## src/logic/sdc_pkg.sv

```systemverilog
// Shared widths, limits and phase codes for the synthesizer control block.
// Assumes all users refer to names as sdc_pkg::name without import.
`default_nettype none
package sdc_pkg;
    // Divider word widths
    localparam int INT_W    = 16;
    localparam int PRIMARY_FRACTION_W  = 25;
    localparam int AUXILIARY_FRACTION_W  = 14;
    localparam int RDIV_W   = 5;
    // Settle timer fields; coarse weight is 1024 cycles
    localparam int COARSE_W     = 5;
    localparam int FINE_W       = 10;
    localparam int COARSE_SHIFT = 10;
    localparam int SETTLE_W     = 15;
    // Band-select stepping: 16 band clocks a step, 11 steps
    localparam int BDIV_W    = 8;
    localparam int CYC_W     = 4;
    localparam int BAND_CYCLES = 16;
    localparam int BAND_STEPS  = 11;
    localparam logic [CYC_W-1:0] CYC_LAST  = CYC_W'(BAND_CYCLES - 1);
    localparam logic [CYC_W-1:0] STEP_LAST = CYC_W'(BAND_STEPS - 1);
    // Lock sequence phases
    typedef enum logic [2:0] {PH_IDLE, PH_SYNTH, PH_BAND, PH_ALC, PH_SETTLE} sdc_phase_t;
endpackage
`default_nettype wire

```

## src/logic/sdc_cal_if.sv

```systemverilog
// Link between the reference/divider front end and the calibration timer.
// Assumes both ends share sys_clk_i.
`default_nettype none
interface sdc_cal_if;
    logic                           pfd_tick;
    logic                           start;
    logic [sdc_pkg::COARSE_W-1:0]   coarse;
    logic [sdc_pkg::FINE_W-1:0]     fine;
    logic [sdc_pkg::BDIV_W-1:0]     band_div;
    logic                           alc_done;
    logic                           settle_done;
    sdc_pkg::sdc_phase_t            phase;
    logic                           dac_hold;
    logic                           band_clk;
    logic [sdc_pkg::CYC_W-1:0]      step;
    logic                           done;
    modport ctrl  (output pfd_tick, start, coarse, fine, band_div, alc_done, settle_done,
                   input  phase, dac_hold, band_clk, step, done);
    modport timer (input  pfd_tick, start, coarse, fine, band_div, alc_done, settle_done,
                   output phase, dac_hold, band_clk, step, done);
endinterface
`default_nettype wire

```

## src/logic/sdc_cal_timer.sv

```systemverilog
// Lock sequencer: settle timer, band-select stepper, then level cal and settling.
// Assumes pfd_tick is a one-cycle pulse on sys_clk per phase-detector cycle.
`default_nettype none
module sdc_cal_timer
(
    // Clock and reset
    input  wire logic    clk_i,
    input  wire logic    reset_i,
    // Front end link
    sdc_cal_if.timer     cal
);
    sdc_pkg::sdc_phase_t           next_phase;
    logic [sdc_pkg::SETTLE_W-1:0]  settle_cnt;
    logic [sdc_pkg::SETTLE_W-1:0]  settle_load;
    logic [sdc_pkg::BDIV_W-1:0]    div_cnt;
    logic [sdc_pkg::CYC_W-1:0]     cyc_cnt;
    logic                          band_tick;
    logic                          band_last;

    // Interval is coarse * 1024 + fine ticks
    assign settle_load = (sdc_pkg::SETTLE_W'(cal.coarse) << sdc_pkg::COARSE_SHIFT)
                       | sdc_pkg::SETTLE_W'(cal.fine);
    // One band clock per band_div phase-detector ticks
    assign band_tick = cal.pfd_tick && (cal.phase == sdc_pkg::PH_BAND)
                    && (div_cnt == cal.band_div - 8'h01);
    assign band_last = band_tick && (cyc_cnt == sdc_pkg::CYC_LAST) && (cal.step == sdc_pkg::STEP_LAST);

    // Phase sequencing; a new frequency change restarts from settle
    always_comb
    begin
        next_phase = cal.phase;
        if (cal.start)
            next_phase = sdc_pkg::PH_SYNTH;
        else
        begin
            unique case (cal.phase)
                sdc_pkg::PH_IDLE:   next_phase = sdc_pkg::PH_IDLE;
                sdc_pkg::PH_SYNTH:  if (cal.pfd_tick && settle_cnt == 15'h0001) next_phase = sdc_pkg::PH_BAND;
                sdc_pkg::PH_BAND:   if (band_last) next_phase = sdc_pkg::PH_ALC;
                sdc_pkg::PH_ALC:    if (cal.alc_done) next_phase = sdc_pkg::PH_SETTLE;
                sdc_pkg::PH_SETTLE: if (cal.settle_done) next_phase = sdc_pkg::PH_IDLE;
                default:            next_phase = sdc_pkg::PH_IDLE;
            endcase
        end
    end

    // State and phase-derived outputs
    always_ff @(posedge clk_i)
    begin
        if (reset_i)
        begin
            cal.phase    <= sdc_pkg::PH_IDLE;
            cal.dac_hold <= 1'b0;
            cal.done     <= 1'b0;
        end
        else
        begin
            cal.phase    <= next_phase;
            cal.dac_hold <= (next_phase == sdc_pkg::PH_SYNTH);
            cal.done     <= (cal.phase == sdc_pkg::PH_SETTLE) && (next_phase == sdc_pkg::PH_IDLE);
        end
    end

    // Settle down-counter, loaded on start, clocked by pfd ticks
    always_ff @(posedge clk_i)
    begin
        if (reset_i)
            settle_cnt <= '0;
        else if (cal.start)
            settle_cnt <= settle_load;
        else if (cal.pfd_tick && cal.phase == sdc_pkg::PH_SYNTH && settle_cnt != '0)
            settle_cnt <= settle_cnt - 15'h0001;
    end

    // Band clock divider and step counters
    always_ff @(posedge clk_i)
    begin
        if (reset_i || cal.start)
        begin
            div_cnt      <= '0;
            cyc_cnt      <= '0;
            cal.step     <= '0;
            cal.band_clk <= 1'b0;
        end
        else
        begin
            cal.band_clk <= band_tick;
            if (cal.pfd_tick && cal.phase == sdc_pkg::PH_BAND)
                div_cnt <= band_tick ? '0 : div_cnt + 8'h01;
            if (band_tick)
            begin
                cyc_cnt <= cyc_cnt + 4'h1;
                if (cyc_cnt == sdc_pkg::CYC_LAST)
                    cal.step <= cal.step + 4'h1;
            end
        end
    end
endmodule
`default_nettype wire

```

## src/logic/sdc_synth_ctrl.sv

```systemverilog
// Fractional-N synthesizer control: reference path to phase-detector rate,
// fractional feedback ratio sequencing and the lock calibration timer.
// Assumes ref_i is an asynchronous pin well below sys_clk_i / 4.
//
// Notes on behaviour
// - Average feedback ratio is int + (primary_fraction + auxiliary_fraction/auxiliary_modulus) / 2^25.
// - Phase-detector rate is ref times (1+doubler) over r_div times (1+halve).
// - Halve divides by two and gives a 50 percent duty phase-detector clock.
// - Doubler uses both reference edges, doubling the comparison rate.
// - Frequency change runs settle, band select, level cal, then loop settling.
// - Calibration DAC holds the tune voltage for the settle interval only.
// - Settle interval counts coarse*1024 + fine phase-detector cycles.
// - Band clock is the phase-detector clock divided by band_clock_divisor.
// - Band select takes 11 steps of 16 band clocks each.
// - Reference divider is 5 bits, ratios 1 to 32, zero meaning 32.
// - Auxiliary modulus and fraction are 14-bit values.
`default_nettype none
module sdc_synth_ctrl
(
    // Clock and reset
    input  wire logic                           sys_clk_i,
    input  wire logic                           reset_i,
    // Reference pin
    input  wire logic                           ref_i,
    // Reference path settings
    input  wire logic                           doubler_i,
    input  wire logic                           halve_i,
    input  wire logic [sdc_pkg::RDIV_W-1:0]     r_div_i,
    // Feedback ratio settings
    input  wire logic [sdc_pkg::INT_W-1:0]      int_i,
    input  wire logic [sdc_pkg::PRIMARY_FRACTION_W-1:0]    primary_fraction_i,
    input  wire logic [sdc_pkg::AUXILIARY_FRACTION_W-1:0]    auxiliary_fraction_i,
    input  wire logic [sdc_pkg::AUXILIARY_FRACTION_W-1:0]    auxiliary_modulus_i,
    // Calibration settings and handshakes
    input  wire logic [sdc_pkg::COARSE_W-1:0]   settle_coarse_count_i,
    input  wire logic [sdc_pkg::FINE_W-1:0]     settle_fine_count_i,
    input  wire logic [sdc_pkg::BDIV_W-1:0]     band_clock_divisor_i,
    input  wire logic                           freq_change_i,
    input  wire logic                           alc_done_i,
    input  wire logic                           settle_done_i,
    // Phase-detector outputs
    output logic                                pfd_clk_o,
    output logic                                pfd_tick_o,
    output logic [sdc_pkg::INT_W:0]             div_ratio_o,
    // Calibration status
    output sdc_pkg::sdc_phase_t                 phase_o,
    output logic                                dac_hold_o,
    output logic                                band_clk_o,
    output logic [sdc_pkg::CYC_W-1:0]           band_step_o,
    output logic                                cal_done_o
);
    logic                           ref_s1;
    logic                           ref_s2;
    logic                           ref_s3;
    logic                           ref_tick;
    logic [sdc_pkg::RDIV_W-1:0]     r_cnt;
    logic [sdc_pkg::RDIV_W-1:0]     r_last;
    logic                           r_tick;
    logic                           half_q;
    logic                           pfd_tick;
    logic [sdc_pkg::AUXILIARY_FRACTION_W-1:0]    acc2;
    logic [sdc_pkg::PRIMARY_FRACTION_W-1:0]    acc1;
    logic [sdc_pkg::AUXILIARY_FRACTION_W:0]      sum2;
    logic                           carry2;
    logic [sdc_pkg::PRIMARY_FRACTION_W:0]      sum1;

    sdc_cal_if cal ();

    // Two-flop synchroniser, third flop for edge detection
    always_ff @(posedge sys_clk_i)
    begin
        if (reset_i)
        begin
            ref_s1 <= 1'b0;
            ref_s2 <= 1'b0;
            ref_s3 <= 1'b0;
        end
        else
        begin
            ref_s1 <= ref_i;
            ref_s2 <= ref_s1;
            ref_s3 <= ref_s2;
        end
    end

    // Edges are judged past the second flop so no metastable value reaches the counter
    // Doubler counts both edges, otherwise rising only
    assign ref_tick = doubler_i ? (ref_s2 ^ ref_s3) : (ref_s2 & ~ref_s3);
    // Zero wraps to 31 so a setting of zero divides by 32
    assign r_last = r_div_i - 5'h01;
    assign r_tick = ref_tick && (r_cnt == r_last);
    // Halving keeps every second divider output
    assign pfd_tick = halve_i ? (r_tick && half_q) : r_tick;

    // Reference counter; settings are live, so a ratio lowered below the count
    // wraps through 31 once before it matches again
    always_ff @(posedge sys_clk_i)
    begin
        if (reset_i)
            r_cnt <= '0;
        else if (r_tick)
            r_cnt <= '0;
        else if (ref_tick)
            r_cnt <= r_cnt + 5'h01;
    end

    // Divide-by-two toggle and phase-detector clock outputs
    always_ff @(posedge sys_clk_i)
    begin
        if (reset_i)
        begin
            half_q     <= 1'b0;
            pfd_clk_o  <= 1'b0;
            pfd_tick_o <= 1'b0;
        end
        else
        begin
            if (r_tick)
                half_q <= ~half_q;
            pfd_clk_o  <= halve_i ? half_q : r_tick;
            pfd_tick_o <= pfd_tick;
        end
    end

    // Two-stage fraction accumulator; the auxiliary carry adds one to acc1, the primary carry adds one to the ratio
    assign sum2   = {1'b0, acc2} + {1'b0, auxiliary_fraction_i};
    assign carry2 = (sum2 >= {1'b0, auxiliary_modulus_i});
    assign sum1   = {1'b0, acc1} + {1'b0, primary_fraction_i} + {{sdc_pkg::PRIMARY_FRACTION_W{1'b0}}, carry2};

    always_ff @(posedge sys_clk_i)
    begin
        if (reset_i)
        begin
            acc2        <= '0;
            acc1        <= '0;
            div_ratio_o <= '0;
        end
        else if (pfd_tick)
        begin
            // Modulus over 2^25 is the natural wrap of acc1
            acc2        <= carry2 ? sdc_pkg::AUXILIARY_FRACTION_W'(sum2 - {1'b0, auxiliary_modulus_i}) : sum2[sdc_pkg::AUXILIARY_FRACTION_W-1:0];
            acc1        <= sum1[sdc_pkg::PRIMARY_FRACTION_W-1:0];
            div_ratio_o <= {1'b0, int_i} + {{sdc_pkg::INT_W{1'b0}}, sum1[sdc_pkg::PRIMARY_FRACTION_W]};
        end
    end

    // Timer link; settings are sampled live
    // No double buffering: the host must keep settings still during a sequence
    assign cal.pfd_tick    = pfd_tick;
    assign cal.start       = freq_change_i;
    assign cal.coarse      = settle_coarse_count_i;
    assign cal.fine        = settle_fine_count_i;
    assign cal.band_div    = band_clock_divisor_i;
    assign cal.alc_done    = alc_done_i;
    assign cal.settle_done = settle_done_i;
    assign phase_o         = cal.phase;
    assign dac_hold_o      = cal.dac_hold;
    assign band_clk_o      = cal.band_clk;
    assign band_step_o     = cal.step;
    assign cal_done_o      = cal.done;

    sdc_cal_timer u_timer
    (
        .clk_i   (sys_clk_i),
        .reset_i (reset_i),
        .cal     (cal.timer)
    );
endmodule
`default_nettype wire

```

## config.mk

```make
export PLATFORM = sky130hd
export DESIGN_NAME = sdc_synth_ctrl
export DESIGN_NICKNAME = d
export VERILOG_FILES = /design/src/logic/sdc_pkg.sv /design/src/logic/sdc_cal_if.sv /design/src/logic/sdc_cal_timer.sv /design/src/logic/sdc_synth_ctrl.sv
export SDC_FILE = /design/constraint.sdc
export NUM_CORES = 1
export LEC_CHECK = 0
export BUFFER_PORTS_ARGS = -buffer_cell sky130_fd_sc_hd__buf_2
export CORE_UTILIZATION = 55
export CTS_CLUSTER_DIAMETER = 150
export DETAILED_ROUTE_END_ITERATION = 10
export GPL_ROUTABILITY_DRIVEN = 0
export PLACE_DENSITY = 0.77
export SLEW_MARGIN = 20
export SYNTH_ARGS = -nofsm -noshare
export SYNTH_HDL_FRONTEND = slang
export SYNTH_SLANG_ARGS = --single-unit
```

## constraint.sdc

```tcl
create_clock -name sys_clk_i -period 8.68 [get_ports sys_clk_i]
set_input_delay 0.868 -clock sys_clk_i [delete_from_list [all_inputs] [get_ports sys_clk_i]]
set_output_delay 0.868 -clock sys_clk_i [all_outputs]
set_load 0.1 [all_outputs]
```

==> results of run 1 <==
==> routing by layer <==
metal | GRT usage, % | vias up
met5 | 0 | -
met4 | 7.69 | 0
met3 | 3.63 | 13
met2 | 44.3 | 135
met1 | 32.3 | 3037
li1 | - | 3456
==> per-stage QoR <==
step | instances | total power (W) | worst slack (ns)
after floorplan | 896 | 0.000649 | 2.32
after CTS | 1193 | 0.00113 | 1.90
final | 1194 | 0.00113 | 1.90
after detailed placement | 1177 | 0.000709 | 1.53
after global placement | 1177 | 0.000707 | 1.73
after global routing | 1194 | 0.00118 | 1.22
==> worst register-to-register path: stages, from the launching register on <==
cell and delay, ns:
dfxtp_1 0.32, ha_1 0.20, or4_1 0.59, nor3_1 0.35, o311ai_0 0.26, o41ai_1 0.53, xnor2_1 0.12, ha_1 0.34
nand2_1 0.06, a21o_1 0.15, a31oi_1 0.22, nor3b_2 0.09, inv_1 0.07, fa_1 0.20, a21oi_1 0.09, o22ai_1 0.33
o211ai_1 0.15, o211a_1 0.17, o21a_1 0.22, o21a_1 0.21, o21ai_0 0.39, ha_1 0.25, nand2_1 0.09, nor3_1 0.45
nand3_1 0.16, xor2_1 0.16, a211oi_1 0.21
==> report_power, final <==
group,total [W],internal [W],switching [W]
Sequential,0.000493,0.000486,0.00000785
Combinational,0.000207,0.0000885,0.000119
Clock,0.000428,0.000230,0.000198
==> kinds of logic after synthesis <==
family | share of synthesized area (%)
simple gates | 21.5
compound gates | 20.1
flops | 28.9
xor+xnor | 11.3
buf+inv | 3.86
fa+ha+maj | 12.2
mux | 2.10
==> how the worst min path moves through the flow <==
| stage | to | slack (ns) | cells past startpoint |
|---|---|---|---|
| 2_1_floorplan | ref_s2$_SDFF_PP0_ | 0.41 | 1 |
| 3_3_place_gp | ref_s2$_SDFF_PP0_ | 0.42 | 1 |
| 3_5_place_dp | ref_s2$_SDFF_PP0_ | 0.42 | 1 |
| 4_1_cts | ref_s2$_SDFF_PP0_ | 0.45 | 1 |
| 5_1_grt | ref_s2$_SDFF_PP0_ | 0.46 | 1 |
| 6_report | ref_s2$_SDFF_PP0_ | 0.45 | 1 |
==> cell usage in the layout, fill, tap and decap left out, types with 6 or more instances in the layout <==
master and instances:
a31oi_1 8, xnor2_1 49, o211ai_1 9, buf_2 133, nand2_1 87, a211oi_1 32, nor2b_1 10, nor2_1 97
a21oi_1 71, inv_1 43, clkbuf_16 9, and3_1 8, nand2b_1 10, ha_1 64, dfxtp_1 104, nand3_1 22
nand4_1 17, nor4_1 11, xor2_1 44, a21o_1 18, o21ai_0 36, or3_1 9, o22ai_1 6, o21a_1 12
nor3_1 19, mux2i_1 14
==> flip-flops by register name, indices dropped and copies added, names as in the netlist, 3 cells and up <==
| signal | flops |
|---|---|
| r_cnt | 5 |
| acc2 | 14 |
| u_timer.cyc_cnt | 4 |
| acc1 | 25 |
| div_ratio_o | 17 |
| u_timer.settle_cnt | 15 |
| u_timer.cal.phase | 3 |
| u_timer.div_cnt | 8 |
| u_timer.cal.step | 4 |
==> final cells by class <==
type	instances	area, µm²	area share, %
Tap cell	172	215	2.58
Clock inverter	7	85.1	1.02
Timing Repair Buffer	138	703	8.44
Antenna cell	1	2.50	0.0301
Inverter	44	165	1.98
Sequential cell	104	2080	25.0
Clock buffer	9	225	2.70
Multi-Input combinational cell	719	4850	58.2
==> results.ini, run 1 <==
[status]
status = finished clean

[sta]
tns_ns = 0
period_minus_slack_ns = 6.78
hold_viol_final = 0
finalSetupViolations = 0
max_freq_mhz = 147
tightest_slew_ns = 0.851
fin_skew_ns = 0.00877
rsz0062_at_grt = false
period_share_pct = 78.2
slew_headroom_pct = 42.7
hold_ws_ns = 0.454
slew_violations = 0

[routing]
wl_met2_um = 7850
top_layer = met4
drtIter0Drc = 350
ant_nets = 0
wl_met3_um = 661
vias_per_cell = 5.56
drc = 0
met1_length_um = 8020
first_pass_iters = 5
vias = 6641
wirelength_um = 16800
wl_per_cell_um = 14.0

[die]
rows = 41
start_util_pct = 56.8
die_h_um = 116
io_pins = 134
design.die.area_um2 = 13600
core_area_um2 = 12700
die-width_um = 116

[critical_path]
required_ns = 8.95
path_common_cell = ha_1
slowest_delay_ns = 0.59
worst-path-stages = 27
arrival_ns = 7.06
path_class = in2reg
setup.worst_path.start = auxiliary_fraction_i[4]
crit_family = compound AO/OA/AOI/OAI gates
endpoint = div_ratio_o[12]$_SDFFE_PP0P_
reg2reg_depth = 26
cpMaxStageDelayCell = or4_1
cp_num_buf_inv = 2
r2r_start = acc2[4]$_SDFFE_PP0P_
worst_setup_path_end_kind = flop
rrSetupSlack_ns = 2.20
r2r_end = div_ratio_o[12]$_SDFFE_PP0P_
crit_path_max_fanout = 4
startpoint_type = primary input

[clocking]
root_buffer = clkbuf_16
cts.reportedPaths.clkPinSlew_ns = 0.08
holdBufCountCts = 0
cts.sinks = 104
cts_made_buffers = 9
clk_latency_ns = 0.36
postCtsSetupBuffers = 0
cts_max_level = 3
cts_resized = 0
clockBufferDepth = 2
cts_tree = yes

[synthesis]
synth_cells = 896
ys_seq_area_share_pct = 28.9
ys.flop_type = dfxtp_1
synth_top_area_share_pct = 28.9
synthTopCellsByCount = dfxtp_1 (104), nor2_1 (97), nand2_1 (87)
yosys.area.top_type = dfxtp_1
synth_cell_type_count = 64
synth-edff-count = 0
syn_area_per_cell_um2 = 8.04
yosysWarningCount = 0
ys_ff_latch = 104
synth.most_common_cell = dfxtp_1
synth.area.top_cells = dfxtp_1 (29%), ha_1 (11%), xnor2_1 (6.0%)
async_flop_share_pct = 0
syn_nets = 1069
syn_area_um2 = 7200

[pwr]
vdd_drop_max_mv = 0.0815
cellPowerDensity_nw_per_um2 = 135
p_leak_nw = 3.61

[global_routing]
track_usage_pct = 25.4
grt_max_degree = 84
overflow = 0
grt_pass1_vias = 6072
grt_pass1_wl_um = 27500
antenna_found_initial = 2

[finish]
area_delta_synth_final_pct = 15.6
finish.utilization_pct = 65.7
fillers = 1158
fin_nets = 1189
layout-drive-gt1-share_pct = 16.5
finish.instance_area_um2 = 8330

[job]
maxCapViolCount = 0

[place]
port_buffers = 133
dp_hpwl_um = 12400
place_area_um2 = 8010

[hold_path]
hp-start = ref_s1$_SDFF_PP0_
hp-class = reg2reg

Power figures use the tool's default switching activity.
==> run 2: changes to the inputs <==
CORE_UTILIZATION = 51   (was 55)
PLACE_DENSITY = 0.75   (was 0.77)
clock period = 5.8 ns   (was 8.68 ns; I/O delays follow)
==> results.ini, run 2 (synthesis results as in run 1) <==
[status]
status = finished clean

[clocking]
cts.sinks = 104
root_buffer = clkbuf_16
cts.reportedPaths.clkPinSlew_ns = 0.08
holdBufCountCts = 0
cts_made_buffers = 9
clk_latency_ns = 0.36
cts_max_level = 3
clockBufferDepth = 2
cts_tree = yes

[global_routing]
grt_pass1_wl_um = 29100
track_usage_pct = 24.6
antenna_found_initial = 4
grt_max_degree = 84
overflow = 0
grt_pass1_vias = 6419

[critical_path]
cpMaxStageDelayCell = fa_2
crit_path_max_fanout = 4
slowest_delay_ns = 0.38
crit_family = compound AO/OA/AOI/OAI gates
r2r_start = acc2[0]$_SDFFE_PP0P_
cp_num_buf_inv = 4
startpoint_type = flop
arrival_ns = 5.75
setup.worst_path.start = acc2[0]$_SDFFE_PP0P_
path_class = reg2reg
worst_setup_path_end_kind = flop
required_ns = 6.08

[routing]
wirelength_um = 17600
drtIter0Drc = 399
vias_per_cell = 5.51
ant_nets = 0
drc = 0
vias = 6878
first_pass_iters = 4
wl_per_cell_um = 14.1

[finish]
top_register = acc1
finish.instance_area_um2 = 8780
layout-drive-gt1-share_pct = 21.9
fin_nets = 1234
fillers = 1216
multi_input_comb_area_um2 = 4940
fin_cells = 1249
seqCellArea_um2 = 2080
reg_top3 = acc1: 25 flops, div_ratio_o: 17 flops, u_timer.settle_cnt: 15 flops
layout_common_cells = buf_2 (133), dfxtp_1 (103), nor2_1 (97), nand2_1 (86), a21oi_1 (68)
area_delta_synth_final_pct = 21.9
largest_reg_flops = 25
layout_commonest_cell = buf_2

[sta]
tightest_slew_ns = 0.832
fin_ws_ns = 0.325
slew_headroom_pct = 44.0
slew_violations = 0
fin_skew_ns = 0.0117
finalSetupViolations = 0
max_freq_mhz = 183
period_minus_slack_ns = 5.47
period_share_pct = 94.4
hold_ws_ns = 0.445
hold_viol_final = 0

[hold_path]
hp-start = ref_i
hp-class = in2reg

[die]
rows = 43
die_h_um = 121
core_area_um2 = 13800
design.die.area_um2 = 14600
die-width_um = 121
start_util_pct = 52.1
io_pins = 134

[place]
dpl.cell_count = 1226
place_area_um2 = 8370
port_buffers = 133
dp_hpwl_um = 13200
place_ws_ns = -0.315

[pwr]
p_switching_w = 0.000527
combPwrFrac_pct = 19.6
p_leak_nw = 3.87
p_int_w = 0.00119
vdd_drop_max_mv = 0.152
p_clk_share_pct = 37.4
seqPwrFrac_pct = 43.0
cellPowerDensity_nw_per_um2 = 196
p_sw_share_pct = 30.7

[job]
maxCapViolCount = 0

[run 2: cell count changes in the layout (fill, tap and decap cells not counted), moves of 3 or more]
| cell | delta |
|---|---|
| a21oi_2 | +3 |
| buf_4 | +45 |
| a21oi_1 | -3 |
| clkinv_8 | +3 |
| nor3_1 | -3 |
[run 2: path summary, 6_finish.rpt]
path	end	slack, ns	depth (start not counted)
worst min-delay path	ref_s1$_SDFF_PP0_	0.44	2
worst min register to register	div_ratio_o[16]$_SDFFE_PP0P_	0.45	2
worst max-delay path	div_ratio_o[10]$_SDFFE_PP0P_	0.33	31
worst max register to register	div_ratio_o[10]$_SDFFE_PP0P_	0.33	31
[run 2: cell type report]
cell class	count	share of cell area (%)
Multi-Input combinational cell	719	56.3
Sequential cell	104	23.7
Timing Repair Buffer	183	11.9
Clock buffer	9	2.56
Tap cell	180	2.56
Inverter	44	1.88
Clock inverter	7	1.04
Antenna cell	3	0.0855
[run 2: power by group through the flow]
stage	Sequential [W]	Combinational, W	Clock, W
after detailed placement	0.000755	0.000331	0
after CTS	0.000738	0.000333	0.000656
after global placement	0.000755	0.000327	0
after floorplan	0.000768	0.000206	0
after global routing	0.000741	0.000372	0.000681
final	0.000739	0.000337	0.000642
[run 2: per-stage QoR]
step | TNS [ns] | util (%) | power, W
finish | 0 | 63.5 | 0.00172
global route | -0.0696 | 63.5 | 0.00179
CTS | 0 | 62.8 | 0.00173
detailed placement | -3.67 | 60.5 | 0.00109
global placement | -1.21 | 60.5 | 0.00108
floorplan | 0 | - | 0.000974
[run 2: metal layers]
| metal | track usage, % | wire [µm] | vias up |
|---|---|---|---|
| met4 | 8.80 | 321 | 2 |
| li1 | - | - | 3545 |
| met1 | 32.0 | 8390 | 3167 |
| met2 | 40.6 | 8120 | 141 |
| met3 | 4.15 | 757 | 23 |
| met5 | 0 | 14 | - |
[run 2: timing repair]
item	CTS	global route
setup buffers	0	4
resized for setup	1	15
endpoints found under the setup margin	3	24
pin swaps	0	16
